`config.mk`:
```
export PLATFORM = sky130hd
export DESIGN_NAME = flash_status_reg_four
export DESIGN_NICKNAME = d
export VERILOG_FILES = /design/src/rtl/flash_status_reg_four.v
export VERILOG_INCLUDE_DIRS = /design/src /design/src/rtl
export SDC_FILE = /design/constraint.sdc
export NUM_CORES = 1
export LEC_CHECK = 0
export CAP_MARGIN = 20
export CORE_MARGIN = 8
export CORE_UTILIZATION = 60
export DETAILED_ROUTE_END_ITERATION = 16
export DONT_BUFFER_PORTS = 1
export PLACE_DENSITY_LB_ADDON = 0.1
export SETUP_SLACK_MARGIN = 0.1
export SLEW_MARGIN = 20
export SYNTH_ARGS = -nofsm -noshare
export SYNTH_HDL_FRONTEND = slang
export SYNTH_SLANG_ARGS = --single-unit
export TNS_END_PERCENT = 50
```
`constraint.sdc`:
```
create_clock -name ref_clk_in -period 5.45 [get_ports ref_clk_in]
set_clock_uncertainty 0.1 [all_clocks]
set_input_delay 0.545 -clock ref_clk_in [delete_from_list [all_inputs] [get_ports ref_clk_in]]
set_output_delay 0.545 -clock ref_clk_in [all_outputs]
set_load 0.01 [all_outputs]
```
`src/rtl/flash_status_reg_four_map.vh`:
```
// constants for the power, continuous-read and status register four block
// What this block does
// depth bit 0: power-down command B9h enters ultra-deep sleep like 79h, SRAM lost.
// depth bit 1: power-down command B9h enters deep sleep, SRAM kept.
// only ABh wakes from either sleep; a bare chip-select toggle keeps sleeping.
// bit 6 reports sequential program mode; cleared at reset.
// sequential mode: address only on first transfer, later ones reuse kept address.
// bit 5 set whenever a program operation fails; resets to 0.
// bit 4 set whenever an erase operation fails; resets to 0.
// continuous read and quad enable on: after first E7h/EBh, later frames send only quad address/data.
// continuous read or quad enable off: never command-less, opcode every frame.
// bits 2:0 mirror wrap bits of last 77h command; reset value 001.
// depth and continuous-read bits are host writable, readable, reset to 0.
// quad enable on: hold/reset pin becomes data line, its function disabled.
`ifndef FLASH_STATUS_REG_FOUR_MAP_VH
`define FLASH_STATUS_REG_FOUR_MAP_VH
`define OP_PD_SELECT 8'hB9
`define OP_ULTRA_PD 8'h79
`define OP_WAKE 8'hAB
`define OP_WRAP_SET 8'h77
`define OP_QREAD_A 8'hE7
`define OP_QREAD_B 8'hEB
`define OP_SR4_READ 8'h15
`define OP_SR4_WRITE 8'h16
`define SR4_DEPTH_BIT 7
`define SR4_SEQ_BIT 6
`define SR4_PFAULT_BIT 5
`define SR4_EFAULT_BIT 4
`define SR4_CONT_BIT 3
`define WRAP_RESET 3'h1
`define WRAP_BYTE_INDEX 3'h3
`define WRAP_MSB 6
`define WRAP_LSB 4
`endif

```
`src/rtl/flash_status_reg_four.v`:
```
// spi-facing status register four with power-down and continuous-read control
`timescale 1ns/10ps
`default_nettype none
`include "flash_status_reg_four_map.vh"
module flash_status_reg_four (
  input wire ref_clk_in,
  input wire srst_in,
  input wire sclk_in,
  input wire cs_n_in,
  input wire [3:0] io_in,
  output reg [3:0] io_out,
  output reg [3:0] io_oe_out,
  input wire quad_line_enable_in,
  input wire program_fail_in,
  input wire erase_fail_in,
  input wire fault_clear_in,
  input wire seq_prog_enter_in,
  input wire seq_prog_exit_in,
  output reg deep_sleep_out,
  output reg ultra_deep_sleep_out,
  output wire sram_retain_out,
  output wire address_needed_out,
  output wire hold_reset_disabled_out,
  output reg quad_read_start_out,
  output reg continuous_frame_out,
  output reg [7:0] rx_byte_out,
  output reg rx_byte_valid_out
);
  reg sclk_s1, sclk_s2, sclk_s3;
  reg cs_s1, cs_s2, cs_s3;
  reg [3:0] io_s1, io_s2;
  reg power_down_depth_select;
  reg sequential_program_flag;
  reg program_fault_flag;
  reg erase_fault_flag;
  reg continuous_read_enable;
  reg [2:0] burst_wrap_setting;
  reg cont_armed;
  reg quad_mode;
  reg in_data;
  reg [7:0] opcode;
  reg [7:0] shift;
  reg [2:0] bit_cnt;
  reg [2:0] data_cnt;
  reg [7:0] out_shift;
  reg reading;
  wire sclk_rise;
  wire sclk_fall;
  wire frame_start;
  wire frame_end;
  wire asleep;
  wire byte_done;
  wire cont_allowed;
  wire [7:0] next_shift;
  wire [7:0] sr4_value;

  always @(posedge ref_clk_in) begin
    if (srst_in) begin
      sclk_s1 <= 1'b0;
      sclk_s2 <= 1'b0;
      sclk_s3 <= 1'b0;
      cs_s1 <= 1'b1;
      cs_s2 <= 1'b1;
      cs_s3 <= 1'b1;
      io_s1 <= 4'h0;
      io_s2 <= 4'h0;
    end else begin
      sclk_s1 <= sclk_in;
      sclk_s2 <= sclk_s1;
      sclk_s3 <= sclk_s2;
      cs_s1 <= cs_n_in;
      cs_s2 <= cs_s1;
      cs_s3 <= cs_s2;
      io_s1 <= io_in;
      io_s2 <= io_s1;
    end
  end

  assign sclk_rise = sclk_s2 & ~sclk_s3 & ~cs_s2;
  assign sclk_fall = ~sclk_s2 & sclk_s3 & ~cs_s2;
  assign frame_start = ~cs_s2 & cs_s3;
  assign frame_end = cs_s2 & ~cs_s3;
  assign asleep = deep_sleep_out | ultra_deep_sleep_out;
  assign cont_allowed = continuous_read_enable & quad_line_enable_in;
  assign byte_done = sclk_rise & (quad_mode ? (bit_cnt == 3'h4) : (bit_cnt == 3'h7));
  assign next_shift = quad_mode ? {shift[3:0], io_s2} : {shift[6:0], io_s2[0]};
  assign sr4_value = {power_down_depth_select, sequential_program_flag, program_fault_flag,
                      erase_fault_flag, continuous_read_enable, burst_wrap_setting};
  assign sram_retain_out = deep_sleep_out;
  assign address_needed_out = ~sequential_program_flag;
  assign hold_reset_disabled_out = quad_line_enable_in;

  // frame receiver: opcode always on line 0 unless a command-less frame resumes
  always @(posedge ref_clk_in) begin
    if (srst_in) begin
      quad_mode <= 1'b0;
      in_data <= 1'b0;
      opcode <= 8'h00;
      shift <= 8'h00;
      bit_cnt <= 3'h0;
      data_cnt <= 3'h0;
      cont_armed <= 1'b0;
      quad_read_start_out <= 1'b0;
      continuous_frame_out <= 1'b0;
      rx_byte_out <= 8'h00;
      rx_byte_valid_out <= 1'b0;
    end else begin
      quad_read_start_out <= 1'b0;
      continuous_frame_out <= 1'b0;
      rx_byte_valid_out <= 1'b0;
      if (!cont_allowed) begin
        cont_armed <= 1'b0;
      end
      if (frame_start) begin
        bit_cnt <= 3'h0;
        data_cnt <= 3'h0;
        if (cont_armed && cont_allowed && !asleep) begin
          quad_mode <= 1'b1;
          in_data <= 1'b1;
          continuous_frame_out <= 1'b1;
        end else begin
          quad_mode <= 1'b0;
          in_data <= 1'b0;
          opcode <= 8'h00;
        end
      end else if (sclk_rise) begin
        shift <= next_shift;
        bit_cnt <= byte_done ? 3'h0 : (bit_cnt + (quad_mode ? 3'h4 : 3'h1));
        if (byte_done && !in_data) begin
          opcode <= next_shift;
          in_data <= 1'b1;
          if (!asleep && (next_shift == `OP_QREAD_A || next_shift == `OP_QREAD_B)) begin
            quad_mode <= 1'b1;
            quad_read_start_out <= 1'b1;
            cont_armed <= cont_allowed;
          end else if (!asleep) begin
            cont_armed <= 1'b0;
          end
        end else if (byte_done && !asleep) begin
          rx_byte_out <= next_shift;
          rx_byte_valid_out <= 1'b1;
          if (data_cnt != 3'h7) begin
            data_cnt <= data_cnt + 3'h1;
          end
        end
      end
    end
  end

  // register bits; hardware set beats a same-cycle clear
  always @(posedge ref_clk_in) begin
    if (srst_in) begin
      power_down_depth_select <= 1'b0;
      continuous_read_enable <= 1'b0;
      sequential_program_flag <= 1'b0;
      program_fault_flag <= 1'b0;
      erase_fault_flag <= 1'b0;
      burst_wrap_setting <= `WRAP_RESET;
    end else begin
      if (seq_prog_enter_in) begin
        sequential_program_flag <= 1'b1;
      end else if (seq_prog_exit_in) begin
        sequential_program_flag <= 1'b0;
      end
      if (program_fail_in) begin
        program_fault_flag <= 1'b1;
      end else if (fault_clear_in) begin
        program_fault_flag <= 1'b0;
      end
      if (erase_fail_in) begin
        erase_fault_flag <= 1'b1;
      end else if (fault_clear_in) begin
        erase_fault_flag <= 1'b0;
      end
      if (byte_done && in_data && !asleep && !quad_mode) begin
        if (opcode == `OP_SR4_WRITE && data_cnt == 3'h0) begin
          power_down_depth_select <= next_shift[`SR4_DEPTH_BIT];
          continuous_read_enable <= next_shift[`SR4_CONT_BIT];
        end
        if (opcode == `OP_WRAP_SET && data_cnt == `WRAP_BYTE_INDEX) begin
          burst_wrap_setting <= next_shift[`WRAP_MSB:`WRAP_LSB];
        end
      end
    end
  end

  // power-down commands take effect when chip select rises
  always @(posedge ref_clk_in) begin
    if (srst_in) begin
      deep_sleep_out <= 1'b0;
      ultra_deep_sleep_out <= 1'b0;
    end else if (frame_end && in_data && !quad_mode) begin
      if (asleep) begin
        if (opcode == `OP_WAKE) begin
          deep_sleep_out <= 1'b0;
          ultra_deep_sleep_out <= 1'b0;
        end
      end else if (opcode == `OP_ULTRA_PD) begin
        ultra_deep_sleep_out <= 1'b1;
      end else if (opcode == `OP_PD_SELECT) begin
        deep_sleep_out <= power_down_depth_select;
        ultra_deep_sleep_out <= ~power_down_depth_select;
      end
    end
  end

  // read-back on line 1, shifted on falling clock so the host samples on rising
  always @(posedge ref_clk_in) begin
    if (srst_in) begin
      out_shift <= 8'h00;
      reading <= 1'b0;
      io_out <= 4'h0;
      io_oe_out <= 4'h0;
    end else begin
      if (cs_s2) begin
        reading <= 1'b0;
      end else if (byte_done && !in_data && !asleep && next_shift == `OP_SR4_READ) begin
        reading <= 1'b1;
        out_shift <= sr4_value;
      end else if (sclk_fall && reading) begin
        io_out[1] <= out_shift[7];
        out_shift <= bit_cnt == 3'h7 ? sr4_value : {out_shift[6:0], 1'b0};
      end
      io_oe_out <= {2'b00, reading & ~cs_s2, 1'b0};
      io_out[0] <= 1'b0;
      io_out[3:2] <= 2'b00;
    end
  end
endmodule
`default_nettype wire

```
# Yosys cells after proc, flatten, opt, wreduce, memory -nomap -nowiden
# Index checks and enable logic that the tools add are counted.
# word_totals
wordCells	155
regBits	76
in_bits	14
out_inout_bits	24
# op_classes
n_eq_ne	15
add_sub_neg	2
bitwise_logic	20
n_reduce_logical	46
n_mux	39
# ops
cell	n
$mux W8	8
$eq A8 B8 Y1 const B	4
$mux W1	29
$eq A8 B5 Y1 const B	2
$eq A8 B7 Y1 const B	2
$reduce_bool A2 Y1	8
$logic_and A1 B1 Y1	15
$reduce_and A3 Y1	4
$reduce_and A4 Y1	3
$not A1 Y1	10
$reduce_and A2 Y1	5
$and A1 B1 Y1	9
$reduce_or A4 Y1	2
$eq A3 B3 Y1 const B	2
$mux W3	2
$reduce_or A2 Y1	3
$ne A2 B2 Y1 const B	2
$add A3 B1 Y3 const B	1
$add A3 B3 Y3	1
$eq A3 B2 Y1 const B	1
$logic_not A1 Y1	3
$logic_not A3 Y1	1
$ne A3 B3 Y1 const B	1
$reduce_bool A3 Y1	1
3 further kinds	3

# Logic depth before layout (Yosys ltp)
# Gate-level depths: netlist (run 1).
# logic_depth
ltp_word	9
ltp_mapped	9
ltp_nobuf	7

# Worst setup path before layout (run 1)
# No wires, ideal clock.
# synth_timing
path_kind	reg2reg
from	register cs_s2
to	register opcode[3]
setup_ns	0.128
stages_incl_launch_ff	7
slack_ns	3.549
arrival_ns	1.673
period_less_slack_ns	1.901
cell_sequence	dfxtp_1 -> or3b_1 -> buf_6 -> a2111oi_4 -> nor2_2 -> a22oi_1 -> nor2_1
# synth_via
elab_chain_cells	6
word_cells_on_any_way	10
cone_classes	eq/ne: 1; mux: 1; bitwise: 4; reduce/logical: 4
# synth_lines
item	line	text
from (decl)	flash_status_reg_four.v:30	reg cs_s1, cs_s2, cs_s3;
from (signal assigned)	flash_status_reg_four.v:72	cs_s2 <= cs_s1;
$not A1 Y1 (no source line) (*)	-	
$and A1 B1 Y1	flash_status_reg_four.v:79	assign sclk_rise = sclk_s2 & ~sclk_s3 & ~cs_s2;
$and A1 B1 Y1	flash_status_reg_four.v:85	assign byte_done = sclk_rise & (quad_mode ? (bit_cnt == 3'h4) : (bit_cnt == 3'h7));
$logic_and A1 B1 Y1	flash_status_reg_four.v:129	if (byte_done && !in_data) begin
$reduce_bool A2 Y1 (no source line)	-	
$reduce_and A3 Y1 (no source line)	-	
to (signal assigned)	flash_status_reg_four.v:130	opcode <= next_shift;
to (decl)	flash_status_reg_four.v:41	reg [7:0] opcode;
# Every way passes the cells marked *; elsewhere a longest branch is shown, timed or not.
# A chain may end at the register's enable or synchronous reset.

# Final worst setup path (run 1)
# layout_timing
from	register quad_mode
to	register opcode[4]
# layout_via
elab_chain_cells	5
word_cells_on_any_way	9
cone_classes	mux: 5; bitwise: 1; reduce/logical: 3
# layout_lines
item	line	text
from (decl)	flash_status_reg_four.v:39	reg quad_mode;
from (signal assigned)	flash_status_reg_four.v:96	quad_mode <= 1'b0;
from (signal assigned)	flash_status_reg_four.v:118	quad_mode <= 1'b1;
from (signal assigned)	flash_status_reg_four.v:122	quad_mode <= 1'b0;
$mux W1	flash_status_reg_four.v:85	
$and A1 B1 Y1	flash_status_reg_four.v:85	
$logic_and A1 B1 Y1	flash_status_reg_four.v:129	
$reduce_bool A2 Y1 (no source line)	-	
$reduce_and A3 Y1 (no source line)	-	
# Parallel ways exist; a longest one is shown, timed or not. The select of a mux whose other input is x is not followed.

==> results by group, run 1 <==
Yosys
  • Netlist cell types: 56
  • Post-Syn Area: 3118 sq um
  • Synth warn: 0
  • Syn Inst Count: 340
  • Post-synth ARST share: 0%
  • Synth Register Bits: 70
  • Ys flop type: dfxtp_1
  • Avg Cell Area, Syn: 9.171 sq um
  • Sequential area share after synthesis: 44.94%
  • Post-synth EDFFs: 0

GRT
  • First-pass GRT wire length: 10.78 mm
  • Total global routing overflow: 0
  • Vias in the first global route: 2166
  • Pin count of the biggest net entering global routing: 64
  • Initial antenna violation count: 0
  • Global Route Usage Sum: 18.07%

Clocking
  • Clock Path Buffers: 2
  • Clock insertion delay at the later pin of the skew report: 340 ps
  • Worst-path clk slew: 70 ps
  • Post-CTS sizing: 0
  • Clock Tree Root: clkbuf_8
  • Post-CTS setup buffers: 0
  • Cts hold-fix bufs: 0
  • Clock sink total: 70
  • CTS tree: done
  • Max H-tree Level: 3
  • Clock buffer count from CTS: 9

Floorplanning
  • I/O pin count: 38
  • Initial Util: 61.44%
  • Die footprint: 7759 sq um
  • Die Wd: 88.09 microns
  • Die Y: 88.09 microns
  • Core Footprint: 5075 sq um
  • Rows: 26

Power
  • Switching power: 0.2029 mW
  • Combinational power share: 2.0%
  • P per Cell Area: 314.1 nW/um^2
  • Internal power: 0.8483 mW
  • Clock share of power: 48.0%
  • Sequential share of power: 50.0%
  • Sw Share: 19.30%
  • Leakage: 1.172 nW
  • Maximum vdd drop: 0.2746 mV

Placed design
  • Dpl cells: 392
  • Dpl cell area: 3094 sq um
  • DP HPWL: 4.541 mm
  • Port bufs: 0
  • Gpl congestion: 0.7924

Critical path
  • Crit path required time: 5580 ps
  • Crit. End Element: flop
  • Data arrival, critical path: 2830 ps
  • Setup CP Type: flop to flop
  • Crit-path max FO: 24
  • Worst setup SP type: flop

Layout
  • Final Instance Area: 3347 sq um
  • # diodes: 0
  • Final net count: 353
  • Non-filler cells, final: 408
  • Finished Core Util: 65.95%
  • Layout cells sized above 1: 10.65%
  • Layout area overhead: 7.344%

Timing
  • Crit path time final: 2698 ps
  • FMAX: 370.6 MHz
  • Max Slew Vio Count: 0
  • Worst-margin pin slew: 897.3 ps
  • Period utilization: 49.50%
  • Relative slew slack: 40.10%
  • Final setup fails: 0
  • Setup TNS: 0 ps
  • RSZ-0062 raised after global routing: false
  • Hold Violations, Final: 0

Route
  • Via count: 2371
  • TritonRoute pass-1 iters: 4
  • Antenna Violating Nets Remaining: 0
  • DRT Wirelength: 6.668 mm
  • Drt drc: 0
  • Wire per inst: 16.34 microns
  • Via density: 5.811
  • DRT iter0 DRCs: 152

Min path
  • Hold Crit Class: input port to flop

Outcome
  • Outcome: complete, no violations

Run
  • Maxcap violations: 0
==> critical path: stages (launching register included) <==
cell and delay (ps):
dfxtp_1 910, or3b_4 500, a2111oi_4 590, nor2_2 180
a22oi_1 250, nor2_1 60
==> synth_stat cells (4+ instances only) <==
library cell,instances,area [sq um]
mux2i_1,10,100.1
a21oi_1,14,70.07
clkbuf_1,10,37.54
nor2b_1,13,81.33
a31oi_1,7,43.79
nand2b_1,7,43.79
nor2_1,44,165.2
or3_1,9,56.30
buf_4,10,75.07
nor3_1,7,35.03
nand2_1,25,93.84
dfxtp_1,70,1401
nand3_1,9,45.04
o311a_1,7,70.07
inv_1,9,33.78
ha_1,6,75.07
mux2_2,4,45.04
o21ai_0,4,20.02
a22oi_1,6,45.04
a211oi_1,16,120.1
==> area by class of cell <==
type                       count  area, sq um
clock buffer                  14        192.7
clock inverter                 2        60.06
fill                         423         1728
inverter                       9        33.78
multi-input combinational    242         1564
sequential                    70         1401
tap                           70        87.58
timing repair buffer           1        7.507
==> power by group through the flow <==
stage	registers [mW]	clock network (mW)	logic, mW
after floorplan	0.533	0	0.0310
after global placement	0.537	0	0.0200
after detailed placement	0.537	0	0.0205
after CTS	0.526	0.515	0.0205
after global routing	0.526	0.538	0.0229
final	0.526	0.505	0.0208
==> kinds of logic after synthesis <==
group / after synthesis / synth area share [%]
DFF: 70 / 44.94
buffers and inverters: 33 / 5.497
other: 1 / 0.1203
muxes: 14 / 4.655
and+or+nand+nor: 147 / 25.32
adders and majority gates: 6 / 2.408
AOI/OAI and AO/OA: 66 / 16.21
xor gates and xnor gates: 3 / 0.8429
==> metrics by stage <==
stage          hold WS (ps)  total power, mW  worst slack, ps
2_1_floorplan         289.5           0.5638             3549
6_report              165.0            1.051             2752
4_1_cts               155.8            1.061             2762
5_1_grt               150.4            1.087             2622
3_5_place_dp          305.2           0.5578             2830
3_3_place_gp          291.2           0.5569             2921
==> cells in the final DEF (no fill, tap or decap), types with 3 or more instances in the layout <==
cell type	instances
or2_2	3
o21ai_0	4
nand2_1	25
inv_1	9
a22oi_1	6
ha_1	6
a31oi_1	7
nor2_1	44
xnor2_1	3
a21oi_1	14
mux2i_1	10
conb_1	6
nor3_1	7
clkbuf_8	14
nand3b_1	3
or3_1	9
mux2_2	4
nand2b_1	7
nand3_1	9
dfxtp_1	70
a211oi_1	16
o311a_1	7
nor2b_1	13
==> flip-flops by register name, indices dropped and copies added, names as in the netlist, 3 cells and up <==
signal              cells
opcode                  8
io_s1                   4
data_cnt                3
rx_byte_out             8
shift                   7
bit_cnt                 3
out_shift               8
burst_wrap_setting      3
io_s2                   4
==> path summary, 6_finish.rpt <==
check | from | end | slack [ps] | cells after the start
hold reg to reg | cs_s1 | cs_s2 | 310 | 1
setup reg to reg | quad_mode | opcode[4] | 2750 | 5
hold / removal | srst_in | sequential_program_flag | 170 | 1
setup / recovery | quad_mode | opcode[4] | 2750 | 5
==> per-layer routing <==
layer  wire length [microns]  vias to the layer above  part of all wire [%]  track usage [%]
met5                       0                        -                     0                0
met4                      82                        0                   1.2            7.988
met3                     460                        9                   6.9            4.878
met2                    3011                       72                    45            27.50
met1                    3115                     1102                    47            23.31
li1                        -                     1188                     -                -
(Power assumes the default switching activity.)
==> inputs of run 2 (changes only) <==
ABC_AREA = 1   (was default)
CORE_UTILIZATION = 57   (was 60)
clock period = 2.4 ns   (was 5.45 ns; I/O delays follow)
==> results by group, run 2 <==
Critical path
  • Data arrival, critical path: 2120 ps
  • Setup CP Type: flop to flop
  • Crit-path max FO: 18
  • R2R depth: 8
  • Crit path required time: 2570 ps
  • Reg2reg setup slack: 460 ps
  • Crit. End Element: flop
  • Worst setup SP type: flop

Yosys
  • Synth Area in Simple Gates: 30.41%
  • Synth Area in XOR/XNOR: 0%
  • Most common library cells after synthesis: nand2_1 (106), dfxtp_1 (70), inv_1 (68), nor2_1 (51), a21oi_1 (38)
  • Netlist cell types: 35
  • Post-synth EDFFs: 0
  • Avg Cell Area, Syn: 7.133 sq um
  • Synth top area cells: dfxtp_1 (43%), nand2_1 (12%), inv_1 (7.8%)
  • Share of Yosys cell area claimed by the top area cell type: 42.90%
  • Post-synth ARST share: 0%
  • Sequential area share after synthesis: 42.90%
  • Post-synthesis mux area share: 0%
  • Largest family of logic cells by synthesized area: simple AND/OR/NAND/NOR gates
  • Syn Inst Count: 458
  • Synth Register Bits: 70
  • Synth Area in Compound Gates: 11.22%
  • Ys flop type: dfxtp_1
  • Post-Syn Area: 3267 sq um
  • Adder-cell area share of the yosys netlist: 2.298%
  • Synth area leader: dfxtp_1
  • Synth warn: 0
  • Most numerous cell in the Yosys netlist: nand2_1

Placed design
  • Port bufs: 0
  • Gpl congestion: 0.8745
  • Dpl cell area: 3246 sq um
  • Dpl cells: 518
  • DP HPWL: 5.224 mm

Clocking
  • Worst-path clk slew: 80 ps
  • Clock buffer count from CTS: 9
  • Clock Tree Root: clkbuf_8
  • Clock sink total: 70
  • Clock insertion delay at the later pin of the skew report: 350 ps
  • CTS tree: done
  • Clock Path Buffers: 2
  • Max H-tree Level: 3

Layout
  • Area of the multi-input gates: 1458 sq um
  • Most frequent cells in the layout: nand2_1 (106), dfxtp_1 (69), inv_1 (68)
  • Final Instance Area: 3608 sq um
  • Final net count: 489
  • Most common cell after layout, fill and taps aside: nand2_1
  • Biggest registers after layout: opcode (8), out_shift (8), rx_byte_out (8)
  • Area taken by flip-flops and latches: 1403 sq um
  • Layout area overhead: 10.46%
  • Fill cell count: 495
  • Non-filler cells, final: 546
  • # diodes: 0
  • Layout cells sized above 1: 9.916%

Timing
  • FMAX: 514.7 MHz
  • RSZ-0062 raised after global routing: false
  • Crit path time final: 1943 ps
  • Max Slew Vio Count: 0
  • Relative slew slack: 54.91%
  • Setup TNS: 0 ps
  • Period utilization: 80.95%
  • Worst-margin pin slew: 675.7 ps
  • Worst Hold Margin: 17.76 ps
  • Final setup fails: 0
  • Hold Violations, Final: 0

Floorplanning
  • I/O pin count: 38
  • Die Y: 91.71 microns
  • Die Wd: 91.71 microns
  • Core Footprint: 5507 sq um
  • Initial Util: 59.33%
  • Rows: 27
  • Die footprint: 8410 sq um

Route
  • Antenna Violating Nets Remaining: 0
  • TritonRoute pass-1 iters: 4
  • DRT iter0 DRCs: 143
  • Wire per inst: 13.34 microns
  • DRT Wirelength: 7.283 mm
  • Via density: 5.126
  • Drt drc: 0
  • Via count: 2799

GRT
  • Total global routing overflow: 0
  • Vias in the first global route: 2656
  • Initial antenna violation count: 0
  • Global Route Usage Sum: 18.15%
  • First-pass GRT wire length: 12.32 mm
  • Pin count of the biggest net entering global routing: 30

Power
  • Maximum vdd drop: 0.5386 mV
  • Power Total: 2.438 mW
  • P per Cell Area: 675.6 nW/um^2
  • Leakage: 1.674 nW

Outcome
  • Outcome: complete, no violations

Min path
  • Hold path cells: 3
  • Hold Crit Class: input port to flop

Run
  • Maxcap violations: 0
## run 2: power breakdown
group / switching, mW / internal [mW] / leakage (nW)
registers: 0.0139 / 1.18 / 0.568
logic: 0.0574 / 0.0318 / 0.979
clock network: 0.442 / 0.716 / 0.126
total: 0.513 / 1.92 / 1.67
## run 2: stage by stage
stage,setup WS [ps],util (%)
2_1_floorplan,724.9,-
3_3_place_gp,245.1,58.94
3_5_place_dp,284.7,58.94
4_1_cts,227.1,65.60
5_1_grt,240.9,65.53
6_report,457.2,65.53
## run 2: worst max-delay path, stage by stage (launching register included)
cell and delay, ps:
dfxtp_2 560, nand2_1 130, inv_1 60, nand2_1 50, nand2_2 100, nand3_2 120
nor2_1 460, nand2_1 120, a21oi_1 170
## run 2: what timing repair did
| action | in CTS | in global routing |
|---|---|---|
| setup endpoints to repair | 0 | 26 |
| buffers inserted | 0 | 0 |
| gates resized for setup | 0 | 1 |
| hold buffers | 12 | 0 |
| hold endpoints to repair | 29 | 0 |
## run 2: final timing paths
kind                              to           start
hold reg to reg             io_s2[2]        io_s1[2]
setup / recovery           opcode[5]       quad_mode
setup reg to reg           opcode[5]       quad_mode
hold / removal    program_fault_flag  fault_clear_in
## run 2: routing by layer
layer | vias to the layer above | global-route usage, % | part of all wire, %
met5 | - | 0 | 0
met4 | 0 | 10.20 | 2.6
met3 | 20 | 5.134 | 6.3
met2 | 69 | 28.99 | 46
met1 | 1267 | 21.51 | 45
li1 | 1443 | - | -
## run 2: cell type report
| type | count | area share (%) |
|---|---|---|
| multi-input combinational | 302 | 40.40 |
| sequential | 70 | 38.87 |
| inverter | 71 | 7.594 |
| clock buffer | 10 | 3.814 |
| timing repair buffer | 15 | 3.814 |
| clock inverter | 6 | 3.017 |
| tap | 72 | 2.497 |
## run 2: cell families (layout without fill, tap and decap cells)
family / after synthesis / count (layout)
AO/OA/AOI/OAI: 69 / 69
other: 1 / 6
buffers and inverters: 91 / 102
adder cells (fa/ha/maj): 6 / 6
AND/OR/NAND/NOR: 221 / 221
flip-flops: 70 / 70
==> inputs of run 3 (changes only) <==
clock period = 1.56 ns   (was 2.4 ns; I/O delays follow)
==> results by group, run 3 (synthesis results as in run 2) <==
Outcome
  • Outcome: finished, violations left
  • Violations in the final reports: setup timing

Placed design
  • Gpl congestion: 0.8697
  • Dpl cell area: 3597 sq um
  • DP HPWL: 5.519 mm
  • Port bufs: 0
  • Pre-CTS setup slack: -217.9 ps

Route
  • Via count: 3176
  • TritonRoute pass-1 iters: 5
  • Drt drc: 0
  • DRT iter0 DRCs: 246
  • Via density: 5.258
  • DRT Wirelength: 8.863 mm
  • Wire per inst: 14.67 microns
  • Antenna Violating Nets Remaining: 0

Timing
  • Final setup fails: 34
  • Worst-margin pin slew: 611.6 ps
  • Hold Violations, Final: 0
  • FMAX: 564.0 MHz
  • Crit path time final: 1773 ps
  • Setup TNS: -3713 ps
  • Max Slew Vio Count: 0
  • Relative slew slack: 59.09%
  • Setup ws final: -212.9 ps
  • RSZ-0062 raised after global routing: true
  • Period utilization: 113.6%

GRT
  • Initial antenna violation count: 0
  • First-pass GRT wire length: 13.74 mm
  • Pin count of the biggest net entering global routing: 32
  • Total global routing overflow: 0
  • Global Route Usage Sum: 20.02%
  • Vias in the first global route: 3021

Min path
  • Worst hold endpoint: burst_wrap_setting[0]
  • Hold Crit Class: input port to flop
  • Worst hold start: srst_in
  • Hold path cells: 3

Power
  • Leakage: 1.982 nW
  • Sequential share of power: 52.4%
  • P per Cell Area: 780.9 nW/um^2
  • Combinational power share: 6.7%
  • Internal power: 2.687 mW
  • Clock share of power: 40.9%
  • Sw Share: 22.91%
  • Maximum vdd drop: 0.7441 mV
  • Switching power: 0.7984 mW

Floorplanning
  • Initial Util: 59.33%
  • Die Y: 91.71 microns
  • I/O pin count: 38
  • Core Footprint: 5507 sq um
  • Die Wd: 91.71 microns
  • Rows: 27
  • Die footprint: 8410 sq um

Critical path
  • Crit-path max FO: 5
  • Worst setup SP type: flop
  • Slowest cell delay on critical path: 400 ps
  • Reg2reg setup slack: -210 ps
  • Max stage delay cell, worst path: dfxtp_4
  • Worst-path cell chain: buf_12 > nand2_1 > nand2_1 > nand2_2 > nor2_4 > nand2_4 > inv_4 > nand2_8 > nand2_8 > nand3_1 > nand2_1 > inv_1
  • WP buf/inv: 3
  • FF-to-FF Start: quad_mode
  • Worst reg2reg path endpoint: out_shift[4]
  • Most frequent CP cell: nand2_1
  • Crit. End Element: flop
  • CP top delay family: simple AND/OR/NAND/NOR gates
  • Setup CP Type: flop to flop
  • Crit path required time: 1710 ps
  • Data arrival, critical path: 1920 ps
  • R2R depth: 12

Layout
  • Layout area overhead: 36.61%
  • Biggest registers after layout: opcode (8), out_shift (8), rx_byte_out (8)
  • Final net count: 548
  • Layout cells sized above 1: 28.57%
  • Final Instance Area: 4463 sq um
  • # diodes: 0
  • Most common cell after layout, fill and taps aside: nand2_1
  • Most frequent cells in the layout: nand2_1 (91), dfxtp_1 (66), inv_1 (63)

Clocking
  • Clock sink total: 70
  • CTS tree: done
  • Clock Path Buffers: 2
  • Worst-path clk slew: 80 ps
  • Clock buffer count from CTS: 9
  • Max H-tree Level: 3
  • Clock Tree Root: clkbuf_8
  • Clock insertion delay at the later pin of the skew report: 350 ps

Run
  • Maxcap violations: 0
-- run 3: cell count changes in the layout (fill, tap and decap cells not counted), moves of 7 or more --
| cell | before | now |
|---|---|---|
| a21oi_2 | 0 | 7 |
| nand2_1 | 106 | 91 |
| a21oi_1 | 38 | 31 |
| o21ai_0 | 23 | 12 |
| buf_4 | 3 | 41 |
| nor2_4 | 2 | 9 |
| nor2_1 | 51 | 40 |
| o21ai_1 | 3 | 10 |
| nand2_2 | 9 | 18 |
| dlygate4sd3_1 | 11 | 19 |
-- run 3: repair_timing --
| item | CTS | global route |
|---|---|---|
| endpoints found under the setup margin | 44 | 51 |
| setup buffers | 1 | 3 |
| cloned | 4 | 3 |
| gates resized for setup | 21 | 72 |
| hold buffers | 17 | 2 |
| pin swaps | 4 | 25 |
| hold endpoints to repair | 30 | 13 |
-- run 3: per-stage QoR --
step / hold WS (ps) / cells / utilization, % / power [mW]
2_1_floorplan: 159.8 / 463 / - / 1.984
3_3_place_gp: 131.1 / 559 / 65.33 / 2.008
3_5_place_dp: 132.8 / 559 / 65.33 / 2.012
4_1_cts: -237.3 / 596 / 74.46 / 3.463
5_1_grt: 151.2 / 604 / 81.05 / 3.593
6_report: 132.1 / 604 / 81.05 / 3.485
-- run 3: area by class of cell --
type                            count  area [sq um]
Multi-Input combinational cell    305          1790
Sequential cell                    70          1409
Fill cell                         367          1044
Timing Repair Buffer               70         689.4
Inverter                           71         284.0
Clock buffer                       11         141.4
Tap cell                           72         90.09
Clock inverter                      4         47.55
Timing Repair inverter              1         11.26
-- run 3: worst max path at each step --
stage,depth (start not counted),endpoint,startpoint,slack (ps)
6_report,12,out_shift[4],quad_mode,-210
5_1_grt,11,out_shift[4],quad_mode,-300
4_1_cts,10,data_cnt[0],quad_mode,-130
3_5_place_dp,13,out_shift[3],quad_mode,-220
3_3_place_gp,13,out_shift[5],quad_mode,-160
2_1_floorplan,15,out_shift[2],quad_mode,-40
-- run 3: power groups by stage --
stage                     Sequential [mW]  Clock, mW  Combinational [mW]
after global routing                 1.83       1.52               0.250
final                                1.83       1.43               0.233
after floorplan                      1.86          0               0.123
after detailed placement             1.87          0               0.147
after global placement               1.87          0               0.143
after CTS                            1.82       1.45               0.193
-- run 3: metal layers --
metal  track usage, %  up-vias  share of wire, %
li1                 -     1573                 -
met1            23.09     1485                41
met2            34.33       91                50
met3            4.645       27               5.2
met4            9.396        0               3.1
met5                0        -                 0
-- run 3: tightest hold or removal path: stages --
cell,delay (ps)
inv_1,20
buf_4,230
o211ai_1,130
